===== config.mk =====
export PLATFORM = sky130hd
export DESIGN_NAME = i2c_timing_watchdog
export DESIGN_NICKNAME = d
export VERILOG_FILES = /design/src/verilog/i2c_timing_pkg.sv /design/src/verilog/osc_phase_timer.sv /design/src/verilog/i2c_timing_watchdog.sv
export VERILOG_INCLUDE_DIRS = /design/src /design/src/verilog
export SDC_FILE = /design/constraint.sdc
export NUM_CORES = 1
export LEC_CHECK = 0
export BUFFER_PORTS_ARGS = -buffer_cell sky130_fd_sc_hd__buf_2
export CORE_MARGIN = 2
export CORE_UTILIZATION = 66
export CTS_BUF_LIST = sky130_fd_sc_hd__clkbuf_4
export DETAILED_ROUTE_END_ITERATION = 16
export GPL_ROUTABILITY_DRIVEN = 0
export GPL_TIMING_DRIVEN = 0
export PLACE_DENSITY = 0.85
export SYNTH_ARGS = -nofsm -noshare
export SYNTH_HDL_FRONTEND = slang
export SYNTH_SLANG_ARGS = --single-unit

===== constraint.sdc =====
create_clock -name SYS_CLK -period 6.1 [get_ports SYS_CLK]
set_clock_uncertainty 0.15 [all_clocks]
set_input_delay 0.305 -clock SYS_CLK [delete_from_list [all_inputs] [get_ports SYS_CLK]]
set_output_delay 0.305 -clock SYS_CLK [all_outputs]
set_load 0.01 [all_outputs]

===== src/verilog/i2c_timing_defs.svh =====
`ifndef I2C_TIMING_DEFS_SVH
`define I2C_TIMING_DEFS_SVH

// register offsets
`define ADDR_ACK_WD_CTRL   8'h0a
`define ADDR_CLK_HIGH      8'h0b
`define ADDR_CLK_LOW       8'h0c
`define ADDR_WD_STATUS     8'h0f

// reset values
`define ACK_WD_CTRL_RST    8'h10
`define CLK_HIGH_RST       8'h7f
`define CLK_LOW_RST        8'h7f

// field positions in remote_ack_and_watchdog_ctrl
`define FLD_SETUP_HI       7
`define FLD_SETUP_LO       4
`define FLD_DELAY_HI       3
`define FLD_DELAY_LO       2
`define BIT_WD_FAST        1
`define BIT_WD_OFF         0

// status register fields
`define BIT_ST_FREE        0
`define BIT_ST_RECOVER     1

// timing, in picoseconds unless named otherwise
`define SYS_CLK_PS         50000
`define SYS_CLK_NS         50
`define OSC_PERIOD_PS      38096
`define OSC_EXTRA_UNITS    5
`define ACK_SETUP_BASE_PS  80000
`define ACK_SETUP_STEP_PS  640000
`define SDA_DELAY_BASE_PS  240000
`define SDA_DELAY_STEP_PS  40000
`define WD_SLOW_NS         1000000000
`define WD_FAST_NS         50000
`define WD_SLOW_CYC        (`WD_SLOW_NS / `SYS_CLK_NS)
`define WD_FAST_CYC        (`WD_FAST_NS / `SYS_CLK_NS)
`define RECOVERY_PULSES    9

`endif


===== src/verilog/i2c_timing_pkg.sv =====
package i2c_timing_pkg;

   typedef enum logic [2:0] {
      ST_IDLE = 3'b000,
      ST_LOW  = 3'b001,
      ST_RISE = 3'b010,
      ST_HIGH = 3'b011,
      ST_HOLD = 3'b100
   } phase_t;

   typedef struct packed {
      logic        running;
      logic [25:0] acc;
      logic        done;
   } timer_state_t;

   typedef struct packed {
      logic [1:0]  scl_sync;
      logic [1:0]  sda_sync;
      logic        scl_q;
      logic        sda_q;
      logic [7:0]  ctl;
      logic [7:0]  hi_cnt;
      logic [7:0]  lo_cnt;
      logic [7:0]  rdata;
      phase_t      st;
      logic [24:0] wd_cnt;
      logic        bus_free;
      logic        recovering;
      logic [3:0]  pulses;
      logic        scl_oe;
      logic        sda_oe;
      logic        sda_pend;
      logic        sda_wait;
      logic        armed;
      logic        ack_x;
      logic        t_start;
      logic [25:0] t_target;
      logic        d_start;
      logic [25:0] d_target;
   } ctrl_state_t;

endpackage


===== src/verilog/osc_phase_timer.sv =====
`timescale 1ns/10ps
`include "i2c_timing_defs.svh"

// counts elapsed picoseconds in whole system clocks, so a least time always rounds up
module osc_phase_timer (
   // clock and reset
   input  wire logic        clk,
   input  wire logic        rst_n,
   // request
   input  wire logic        start,
   input  wire logic [25:0] target,
   // answer, level until the next start
   output      logic        done
);

   i2c_timing_pkg::timer_state_t s;
   i2c_timing_pkg::timer_state_t next_s;

   always_comb begin
      logic [25:0] sum;
      sum    = s.acc + 26'(`SYS_CLK_PS);
      next_s = s;
      if (start) begin
         next_s.running = 1'b1;
         next_s.acc     = 26'h0;
         next_s.done    = 1'b0;
      end else if (s.running) begin
         next_s.acc = sum;
         if (sum >= target) begin
            next_s.done    = 1'b1;
            next_s.running = 1'b0;
         end
      end
   end

   always_ff @(posedge clk or negedge rst_n) begin
      if (!rst_n) begin
         s <= '0;
      end else begin
         s <= next_s;
      end
   end

   assign done = s.done;

endmodule


===== src/verilog/i2c_timing_watchdog.sv =====
// Strobed register access is this design's own decision.
`timescale 1ns/10ps
`include "i2c_timing_defs.svh"

// What this block does
// - remote ack cycles add 640 ns data setup per count of the setup field.
// - setup field zero still gives 80 ns setup before the clock rises.
// - the ack setup extension applies only during remote control-channel accesses.
// - each output delay count adds 40 ns after the clock falls.
// - data output follows the falling clock by 240, 280, 320 or 360 ns.
// - watchdog expires after about 1 s, or 50 us when fast is set.
// - watchdog disable bit 0 stops free detection and the start of hung bus recovery; a recovery already running continues.
// - data high and idle until expiry means the bus is free.
// - data low and idle until expiry triggers nine recovery clock pulses.
// - controller clock high lasts at least (high count + 5) oscillator periods.
// - controller clock low lasts at least (low count + 5) oscillator periods.
// - clock phases are counted in 38.1 ns oscillator periods.
// - as remote target, the low count sets data setup before releasing stretch.
// - high and low counts reset to 0x7f.
module i2c_timing_watchdog #(
   parameter int unsigned WD_SLOW_CYC = `WD_SLOW_CYC
) (
   // clock and reset
   input  wire logic       SYS_CLK,
   input  wire logic       NRST,
   // register port
   input  wire logic [7:0] REG_ADDR,
   input  wire logic [7:0] REG_WDATA,
   input  wire logic       REG_WR,
   input  wire logic       REG_RD,
   output      logic [7:0] REG_RDATA,
   // transfer engine side
   input  wire logic       CTL_CLK_EN,
   input  wire logic       TX_SDA,
   input  wire logic       TGT_STRETCH,
   input  wire logic       REMOTE_ACTIVE,
   input  wire logic       ACK_PHASE,
   // status
   output      logic       BUS_FREE,
   output      logic       BUS_RECOVERING,
   // bus pins, open drain
   input  wire logic       SCL_I,
   output      logic       SCL_O,
   output      logic       SCL_OE,
   input  wire logic       SDA_I,
   output      logic       SDA_O,
   output      logic       SDA_OE
);

   logic [1:0]                  rst_sync;
   logic                        rst_n;
   i2c_timing_pkg::ctrl_state_t s;
   i2c_timing_pkg::ctrl_state_t next_s;
   logic                        t_done;
   logic                        d_done;
   logic [24:0]                 wd_limit;
   logic                        activity;

   // oscillator-period count converted to picoseconds
   function automatic logic [25:0] osc_ps(input logic [7:0] n);
      return 26'(({18'h0, n} + 26'(`OSC_EXTRA_UNITS)) * 26'(`OSC_PERIOD_PS));
   endfunction

   function automatic logic [25:0] ack_setup_ps(input logic [3:0] f);
      return 26'(`ACK_SETUP_BASE_PS) + 26'({22'h0, f} * 26'(`ACK_SETUP_STEP_PS));
   endfunction

   function automatic logic [15:0] ceil_cyc(input logic [25:0] ps);
      return 16'((ps + 26'(`SYS_CLK_PS - 1)) / 26'(`SYS_CLK_PS));
   endfunction

   // reset released through two flip-flops
   always_ff @(posedge SYS_CLK or negedge NRST) begin
      if (!NRST) begin
         rst_sync <= 2'h0;
      end else begin
         rst_sync <= {rst_sync[0], 1'b1};
      end
   end
   assign rst_n = rst_sync[1];

   osc_phase_timer phase_timer (
      .clk    (SYS_CLK),
      .rst_n  (rst_n),
      .start  (s.t_start),
      .target (s.t_target),
      .done   (t_done)
   );

   osc_phase_timer sda_timer (
      .clk    (SYS_CLK),
      .rst_n  (rst_n),
      .start  (s.d_start),
      .target (s.d_target),
      .done   (d_done)
   );

   assign wd_limit = s.ctl[`BIT_WD_FAST] ? 25'(`WD_FAST_CYC) : 25'(WD_SLOW_CYC);
   assign activity = (s.scl_sync[1] != s.scl_q) || (s.sda_sync[1] != s.sda_q);

   always_comb begin
      logic scl;
      logic sda;
      logic fell;
      scl    = s.scl_sync[1];
      sda    = s.sda_sync[1];
      fell   = s.scl_q && !scl;
      next_s = s;
      next_s.t_start  = 1'b0;
      next_s.d_start  = 1'b0;
      // only the second stage of each synchroniser is read
      next_s.scl_sync = {s.scl_sync[0], SCL_I};
      next_s.sda_sync = {s.sda_sync[0], SDA_I};
      next_s.scl_q    = scl;
      next_s.sda_q    = sda;

      if (REG_WR) begin
         case (REG_ADDR)
            `ADDR_ACK_WD_CTRL: next_s.ctl    = REG_WDATA;
            `ADDR_CLK_HIGH:    next_s.hi_cnt = REG_WDATA;
            `ADDR_CLK_LOW:     next_s.lo_cnt = REG_WDATA;
            default:           next_s.ctl    = s.ctl;
         endcase
      end
      if (REG_RD) begin
         case (REG_ADDR)
            `ADDR_ACK_WD_CTRL: next_s.rdata = s.ctl;
            `ADDR_CLK_HIGH:    next_s.rdata = s.hi_cnt;
            `ADDR_CLK_LOW:     next_s.rdata = s.lo_cnt;
            `ADDR_WD_STATUS:   next_s.rdata = {6'h0, s.recovering, s.bus_free};
            default:           next_s.rdata = 8'h00;
         endcase
      end

      // bus watchdog, counted in system clocks derived from the same time base
      if (s.ctl[`BIT_WD_OFF]) begin
         next_s.wd_cnt   = 25'h0;
         next_s.bus_free = 1'b0;
      end else if (activity) begin
         next_s.wd_cnt   = 25'h0;
         next_s.bus_free = 1'b0;
      end else if (s.wd_cnt < wd_limit) begin
         next_s.wd_cnt = s.wd_cnt + 25'h1;
         if (s.wd_cnt + 25'h1 == wd_limit) begin
            if (sda) begin
               next_s.bus_free = 1'b1;
            end else if (!s.recovering) begin
               next_s.recovering = 1'b1;
               next_s.pulses     = 4'h0;
            end
         end
      end

      // data output follows the falling clock by the programmed delay
      if (fell && !s.recovering) begin
         next_s.d_start  = 1'b1;
         next_s.d_target = 26'(`SDA_DELAY_BASE_PS) +
                           26'({24'h0, s.ctl[`FLD_DELAY_HI:`FLD_DELAY_LO]} * 26'(`SDA_DELAY_STEP_PS));
         next_s.sda_pend = TX_SDA;
         next_s.sda_wait = 1'b1;
      end else if (s.sda_wait && !s.d_start && d_done) begin
         next_s.sda_oe   = !s.sda_pend;
         next_s.sda_wait = 1'b0;
      end
      // recovery keeps data released so a stuck target can finish its byte
      if (s.recovering) begin
         next_s.sda_oe   = 1'b0;
         next_s.sda_wait = 1'b0;
      end

      case (s.st)
         i2c_timing_pkg::ST_IDLE: begin
            next_s.scl_oe = 1'b0;
            if (s.recovering || CTL_CLK_EN) begin
               next_s.st       = i2c_timing_pkg::ST_LOW;
               next_s.scl_oe   = 1'b1;
               next_s.t_start  = 1'b1;
               next_s.t_target = osc_ps(s.lo_cnt);
            end else if (fell && TGT_STRETCH) begin
               next_s.st     = i2c_timing_pkg::ST_HOLD;
               next_s.scl_oe = 1'b1;
               next_s.armed  = 1'b0;
               next_s.ack_x  = REMOTE_ACTIVE && ACK_PHASE;
            end
         end
         i2c_timing_pkg::ST_LOW: begin
            if (!s.t_start && t_done) begin
               next_s.scl_oe = 1'b0;
               next_s.st     = i2c_timing_pkg::ST_RISE;
            end
         end
         i2c_timing_pkg::ST_RISE: begin
            // high time starts only once the line is seen high, so a stretching target is honoured
            if (scl) begin
               next_s.st       = i2c_timing_pkg::ST_HIGH;
               next_s.t_start  = 1'b1;
               next_s.t_target = osc_ps(s.hi_cnt);
            end
         end
         i2c_timing_pkg::ST_HIGH: begin
            if (!s.t_start && t_done) begin
               if (s.recovering && s.pulses == 4'(`RECOVERY_PULSES - 1)) begin
                  next_s.recovering = 1'b0;
                  next_s.st         = i2c_timing_pkg::ST_IDLE;
               end else if (s.recovering || CTL_CLK_EN) begin
                  if (s.recovering) begin
                     next_s.pulses = s.pulses + 4'h1;
                  end
                  next_s.st       = i2c_timing_pkg::ST_LOW;
                  next_s.scl_oe   = 1'b1;
                  next_s.t_start  = 1'b1;
                  next_s.t_target = osc_ps(s.lo_cnt);
               end else begin
                  next_s.st = i2c_timing_pkg::ST_IDLE;
               end
            end
         end
         i2c_timing_pkg::ST_HOLD: begin
            // setup is measured from the data change, not from the clock edge
            if (!s.armed && !s.sda_wait) begin
               next_s.armed    = 1'b1;
               next_s.t_start  = 1'b1;
               next_s.t_target = osc_ps(s.lo_cnt) +
                                 (s.ack_x ? ack_setup_ps(s.ctl[`FLD_SETUP_HI:`FLD_SETUP_LO]) : 26'h0);
            end else if (s.armed && !s.t_start && t_done) begin
               next_s.scl_oe = 1'b0;
               next_s.st     = i2c_timing_pkg::ST_IDLE;
            end
         end
         default: begin
            next_s.st     = i2c_timing_pkg::ST_IDLE;
            next_s.scl_oe = 1'b0;
         end
      endcase
   end

   always_ff @(posedge SYS_CLK or negedge rst_n) begin
      if (!rst_n) begin
         s          <= '0;
         s.scl_sync <= 2'h3;
         s.sda_sync <= 2'h3;
         s.scl_q    <= 1'b1;
         s.sda_q    <= 1'b1;
         s.ctl      <= `ACK_WD_CTRL_RST;
         s.hi_cnt   <= `CLK_HIGH_RST;
         s.lo_cnt   <= `CLK_LOW_RST;
      end else begin
         s <= next_s;
      end
   end

   assign REG_RDATA      = s.rdata;
   assign BUS_FREE       = s.bus_free;
   assign BUS_RECOVERING = s.recovering;
   assign SCL_OE         = s.scl_oe;
   assign SDA_OE         = s.sda_oe;
   // open drain: the pins only ever pull low
   assign SCL_O          = 1'b0;
   assign SDA_O          = 1'b0;

   // helper counters for the checks below
   logic [15:0] tcnt;
   logic [15:0] dcnt;
   logic [3:0]  rcnt;
   logic        oe_q;

   always_ff @(posedge SYS_CLK or negedge rst_n) begin
      if (!rst_n) begin
         tcnt <= 16'h0;
         dcnt <= 16'h0;
         rcnt <= 4'h0;
         oe_q <= 1'b0;
      end else begin
         tcnt <= s.t_start ? 16'h0 : tcnt + 16'h1;
         dcnt <= s.d_start ? 16'h0 : dcnt + 16'h1;
         oe_q <= s.scl_oe;
         if (!s.recovering) begin
            rcnt <= 4'h0;
         end else if (s.scl_oe && !oe_q) begin
            rcnt <= rcnt + 4'h1;
         end
      end
   end

   ack_setup_a: assert property (@(posedge SYS_CLK) disable iff (!rst_n)
      (s.st == i2c_timing_pkg::ST_HOLD && s.armed && $rose(t_done)) |->
      tcnt == ceil_cyc(osc_ps(s.lo_cnt) + (s.ack_x ? ack_setup_ps(s.ctl[7:4]) : 26'h0)))
      else $error("stretch release setup time wrong");

   sda_delay_a: assert property (@(posedge SYS_CLK) disable iff (!rst_n)
      $rose(d_done) |-> dcnt == ceil_cyc(26'(`SDA_DELAY_BASE_PS) + 26'({24'h0, s.ctl[3:2]} * 26'(`SDA_DELAY_STEP_PS))))
      else $error("data output delay wrong");

   clk_high_a: assert property (@(posedge SYS_CLK) disable iff (!rst_n)
      (s.st == i2c_timing_pkg::ST_HIGH && $rose(t_done)) |-> tcnt == ceil_cyc(osc_ps(s.hi_cnt)))
      else $error("clock high time wrong");

   clk_low_a: assert property (@(posedge SYS_CLK) disable iff (!rst_n)
      (s.st == i2c_timing_pkg::ST_LOW && $rose(t_done)) |-> tcnt == ceil_cyc(osc_ps(s.lo_cnt)) && SCL_OE)
      else $error("clock low time wrong");

   wd_bound_a: assert property (@(posedge SYS_CLK) disable iff (!rst_n)
      $rose(s.bus_free) |-> $past(s.wd_cnt) + 25'h1 == wd_limit)
      else $error("watchdog expiry count wrong");

   wd_off_a: assert property (@(posedge SYS_CLK) disable iff (!rst_n)
      (s.ctl[0] && !s.recovering) |=> !s.recovering && !s.bus_free)
      else $error("disabled watchdog still acted");

   bus_free_a: assert property (@(posedge SYS_CLK) disable iff (!rst_n)
      $rose(s.bus_free) |-> s.sda_q && $past(s.sda_sync[1]))
      else $error("bus free with data low");

   nine_clk_a: assert property (@(posedge SYS_CLK) disable iff (!rst_n)
      $fell(s.recovering) |-> rcnt == 4'(`RECOVERY_PULSES) && !SDA_OE)
      else $error("recovery pulse count wrong");

   reset_cnt_a: assert property (@(posedge SYS_CLK) disable iff (!rst_n)
      $rose(rst_n) |-> s.hi_cnt == 8'h7f && s.lo_cnt == 8'h7f)
      else $error("phase counts not at reset value");

   wd_restart_a: assert property (@(posedge SYS_CLK) disable iff (!rst_n)
      activity |=> s.wd_cnt == 25'h0 && !s.bus_free)
      else $error("watchdog not restarted by activity");

endmodule


### Word-level counts from Yosys, hierarchy flattened

Cells that the tools add are included.

| storage, ports and cells | value |
|---|---|
| bits in registers | 190 |
| output and inout bits | 14 |
| logic and storage cells | 175 |
| input port bits | 27 |

| cells by class | value |
|---|---|
| reduce and logical (&&, ||, !) cells | 44 |
| $mul | 4 |
| equal/unequal tests | 24 |
| add/sub/neg operators | 9 |
| order comparisons | 3 |
| mux-type cells | 59 |
| bitwise gates (word level) | 2 |

Operators with widths:

| cell | count |
|---|---|
| $mux W27 | 6 |
| $mux W28 | 4 |
| $pmux W27 S4 | 1 |
| $add A26 B16 Y26 const B | 2 |
| $ge A26 B26 Y1 | 2 |
| $mux W26 | 2 |
| $mux W25 | 2 |
| $mul A9 B12 Y21 const B | 2 |
| $eq A8 B4 Y1 const B | 4 |
| $pmux W8 S4 | 1 |
| $mux W31 | 1 |
| $mux W5 | 6 |
| $add A25 B25 Y26 | 1 |
| $add A17 B24 Y25 const A | 1 |
| $add A25 B1 Y25 const B | 1 |
| $eq A25 B25 Y1 | 1 |
| $lt A25 B25 Y1 | 1 |
| $mux W3 | 8 |
| $ne A2 B2 Y1 const B | 11 |
| $add A18 B18 Y19 const A | 1 |
| $mux W1 | 19 |
| $add A8 B3 Y9 const B | 2 |
| $pmux W3 S5 | 1 |
| $mul A4 B10 Y14 const B | 1 |
| 27 further kinds | 64 |

### Logic depth before layout (Yosys ltp)

| depth | value |
|---|---|
| depth in word-level cells | 11 |
| depth in mapped cells | 29 |
| mapped depth without buffers | 27 |

### Modules after synthesis

Synthesis repeated with hierarchy kept, for this count alone.

| second synthesis, totals | value |
|---|---|
| cell total of the unflattened synthesis | 1768 |
| area total of the unflattened synthesis | 15483.6 sq um |

By module, submodules not included:

| module | cells each | seq. area each (sq um) | times used | area each (sq um) |
|---|---|---|---|---|
| i2c_timing_watchdog | 1276 | 2954.1 | 1 | 11387.2 |
| osc_phase_timer | 246 | 600.6 | 2 | 2048.2 |

### Worst setup path after synthesis

OpenSTA, ideal clock, no wires.

| timing path | value |
|---|---|
| path kind | flip-flop to flip-flop |
| from | register s[102] in the netlist's numbering |
| to | register s[50] in the netlist's numbering |
| clock period less this slack | 6522 ps |
| path slack | -422 ps |
| data arrival time | 6246 ps |
| path buffers | 3 |
| stages on the path, launching flop included | 30 |
| data required time | 5824 ps |
| setup time | 126 ps |
| cells stage by stage | dfstp_2 -> clkbuf_1 -> a21oi_1 -> nor2_1 -> and3_1 -> clkbuf_1 -> xor2_1 -> ha_1 -> clkbuf_1 -> ha_1 -> inv_1 -> fa_1 -> fa_1 -> inv_1 -> ha_1 -> nand3_1 -> o22ai_1 -> o21ai_0 -> nand2b_1 -> a21oi_1 -> xnor2_1 -> ha_1 -> nand2_1 -> o21ai_0 -> nor3_1 -> a211o_1 -> o21ai_0 -> a31oi_1 -> xnor2_1 -> a221o_1 |

| on the way | value |
|---|---|
| cells in the longest elaborated chain, start to end | 6 |
| elaborated cells between the ends (all ways) | 8 |
| classes of those cells | add/sub: 2; mul: 1; mux: 5 |

Ends and longest elaborated chain:

| what | RTL line | source |
|---|---|---|
| start, declared | i2c_timing_watchdog.sv:52 | `i2c_timing_pkg::ctrl_state_t s;` |
| start signal, assigned | i2c_timing_watchdog.sv:248 | `s <= next_s;` |
| $add A8 B3 Y9 * | i2c_timing_watchdog.sv:61 | `` return 26'(({18'h0, n} + 26'(`OSC_EXTRA_UNITS)) * 26'(`OSC_PERIOD_PS)); `` |
| $mul A9 B12 Y21 * | i2c_timing_watchdog.sv:61 |  |
| branches (longest 3 deep; another with $add A25 B25 Y26) | - |  |
| $pmux W27 S4 * | i2c_timing_watchdog.sv:171 | `case (s.st)` |

Every way passes the cells marked *. The select of a mux whose other input is x is not followed.
A chain may end at the register's enable or synchronous reset.

### Final worst setup path

| timing path | value |
|---|---|
| from | register s[102] in the netlist's numbering |
| to | register s[49] in the netlist's numbering |

The elaborated chain is that of the path after synthesis.

==> summary.txt <==
status - finished, violations left
violated checks - negative setup slack
via count - 13200
Ys Warns - 0
die area - 0.0238 mm2
nets - 2081
clk_lat worst skew - 630 ps
flops & latches, synth - 165
port buffer count - 37
number of global-route vias before repair - 12800
Slew Viols, Final - 0
most frequent cells in the layout - ha_1, inv_1, nor2_1
Final period util - 1.04
Final Cell Area - 0.0170 mm2
initial antenna violation count - 1
setup TNS - -988 ps
Initial DRC Count - 1060
Inserted Clock Buffers - 17
fillcell total - 1387
# clock sinks - 165
required time worst endpoint - 6430 ps
CTS max path bufs - 2
Area Growth Syn to Fin - 14.0%
Clk pin slew, worst setup/hold paths - 180 ps
top_reg_cell synth - dfrtp_1
row count - 54
Post-DP Area - 0.0155 mm2
final wirelength - 41200 um
Finished Layout Cells - 2108
final setup vio count - 6
type of origin of the critical path - register
share of cells above drive strength 1 - 0.158
Clk pwr share - 0.141
Post-synth EDFFs - 0
H-tree depth - 4
Slew HR - 0.308
P_leak - 8.15 nW
Max Clk Rate - 157 MHz
DRT antenna net count - 0
GR Util All Layers - 0.322
drt wl/cell - 19.5 um
hold crit path type - input port to register
Root Driver - clkbuf_4
Yosys cell types - 79
most common cell after layout, fill and taps aside - ha_1
sw power - 2.49 mW
total grt overflow - 0
DRC - 0
fin crit period - 6370 ps
placed cells - 2015
sw frac - 0.460
internal power - 2.92 mW
Core Box Area - 0.0220 mm2
unrepaired setup endpoints after global routing - true
IO Pins - 41
power share of the combinational group - 0.579
first-pass GRT wire length - 62100 um
CTS tree - built
Post-Place Worst Slack - -831 ps
Worst VDD drop - 0.203 mV
sequential share of the synthesized area - 0.279
Vias/cell - 6.26
Cell Area, Synth - 0.0149 mm2
ys async rst share - 1.00
Worst Tran Pin Value - 1030 ps
utilization after layout - 0.772
max-cap check violation count - 0
setup ws final - -272 ps
sequential fraction of design power - 0.280
Final Hold Fails - 0
Die Wd - 154 um
die height - 154 um
Setup crit end kind - register
PwrDens - 319 mW/mm2
Initial Utilization - 0.677
Mean Syn Cell Area - 8.80 um2
Max Fanout on Critical Path - 4
critical path type - register to register
drt first pass iters - 9
CP arrival - 6700 ps
hpwl dp - 27100 um
pin count of the biggest net entering global routing - 69
Syn Inst Count - 1695
stage by stage:
| stage | hold WS, ps | power, mW |
|---|---|---|
| detailed placement | -55.7 | 4.15 |
| CTS | 50.7 | 5.03 |
| floorplan | -141 | 3.52 |
| finish | 80.2 | 5.42 |
| global route | 58.0 | 5.79 |
| global placement | -59.7 | 4.02 |
power by group through the flow:
stage          Combinational (mW)  Clock [mW]  Sequential [mW]
2_1_floorplan                2.04           0             1.48
3_3_place_gp                 2.49           0             1.53
3_5_place_dp                 2.64           0             1.52
4_1_cts                      2.77       0.754             1.51
5_1_grt                      3.44       0.808             1.54
6_report                     3.14       0.764             1.52
worst max-delay path: stages (launching register included):
cell	delay, ps
dfstp_2	640
clkbuf_16	170
a21oi_4	70
nor2_4	150
and3_4	240
xor2_4	210
buf_12	140
ha_4	200
ha_4	260
inv_2	40
fa_1	480
fa_1	550
inv_2	50
ha_4	300
o21a_1	180
o31ai_4	120
a21boi_4	190
a31oi_4	110
nor2b_2	190
xnor2_2	280
ha_1	320
a21o_1	200
a22o_1	250
a211oi_4	190
xnor2_1	110
a222oi_1	300
o21ai_1	110
repair_timing:
item                                    4_1_cts  5_1_grt
buffers inserted                             25       20
hold endpoints to repair                     33        0
hold buffers                                 19        0
pin swaps                                    22       51
endpoints found under the setup margin       11       10
gates resized for setup                      45       63
synth_stat cells, drive strengths merged (15+ instances only):
master | count | area, um2
dfrtp | 144 | 3600
nor3 | 40 | 241
inv | 173 | 649
nor2b | 18 | 113
a21oi | 81 | 405
o21ai | 95 | 479
and3 | 15 | 93.8
and2 | 17 | 106
nor2 | 166 | 623
fa | 38 | 761
clkbuf | 51 | 194
a21o | 19 | 143
buf | 24 | 173
nand3 | 43 | 225
xnor2 | 96 | 841
xor2 | 86 | 753
ha | 202 | 2530
nand2 | 121 | 464
dfstp | 21 | 552
nand4 | 29 | 188
nand2b | 17 | 106
mux2 | 25 | 285
layer usage:
metal | vias up | wire length (um) | share of wire | GRT usage
met5 | - | 0 | 0 | 0
met4 | 0 | 2160 | 0.052 | 0.128
met3 | 208 | 3130 | 0.076 | 0.0544
met2 | 692 | 19600 | 0.47 | 0.550
met1 | 6260 | 16400 | 0.40 | 0.410
li1 | 6037 | - | - | -
path summary, 6_finish.rpt:
kind                       cells after the start  slack, ps                           to             startpoint
max in group asynchronous                      2       4570             s[127]$_DFF_PN1_  rst_sync[1]$_DFF_PN0_
max reg2reg                                   26       -270            s[49]$_DFFE_PN0P_     s[102]$_DFFE_PN1P_
min                                            5         80            s[54]$_DFFE_PN0P_             CTL_CLK_EN
max                                           26       -270            s[49]$_DFFE_PN0P_     s[102]$_DFFE_PN1P_
min in group asynchronous                      0        140  sda_timer.s[19]$_DFFE_PN0N_  rst_sync[1]$_DFF_PN0_
min reg2reg                                    0        140  sda_timer.s[19]$_DFFE_PN0N_  rst_sync[1]$_DFF_PN0_
final cells by class:
type	count	area [um2]	share of cell area
multi-input combinational	1283	10300	0.608
sequential	165	4160	0.245
timing repair buffer	103	801	0.0471
inverter	173	649	0.0382
buffer	71	374	0.0220
tap	280	350	0.0206
clock inverter	15	194	0.0114
clock buffer	17	128	0.00751
antenna	1	2.50	0.000147
registers in the layout, indices dropped and copies added (netlist names), 2 cells and up:
name,flops
phase_timer.s,23
s,99
rst_sync,2
next_s,4
sda_timer.s,23
REG_RDATA,8
cell families after synthesis:
group,Yosys count,share of synthesized area
AO/OA/AOI/OAI,306,0.129
XOR/XNOR,182,0.107
adder cells (fa/ha/maj),241,0.221
buffers and inverters,248,0.0681
flip-flops,165,0.279
multiplexers,30,0.0225
other,2,0.000504
AND/OR/NAND/NOR,521,0.174
Power figures use the tool's default switching activity.
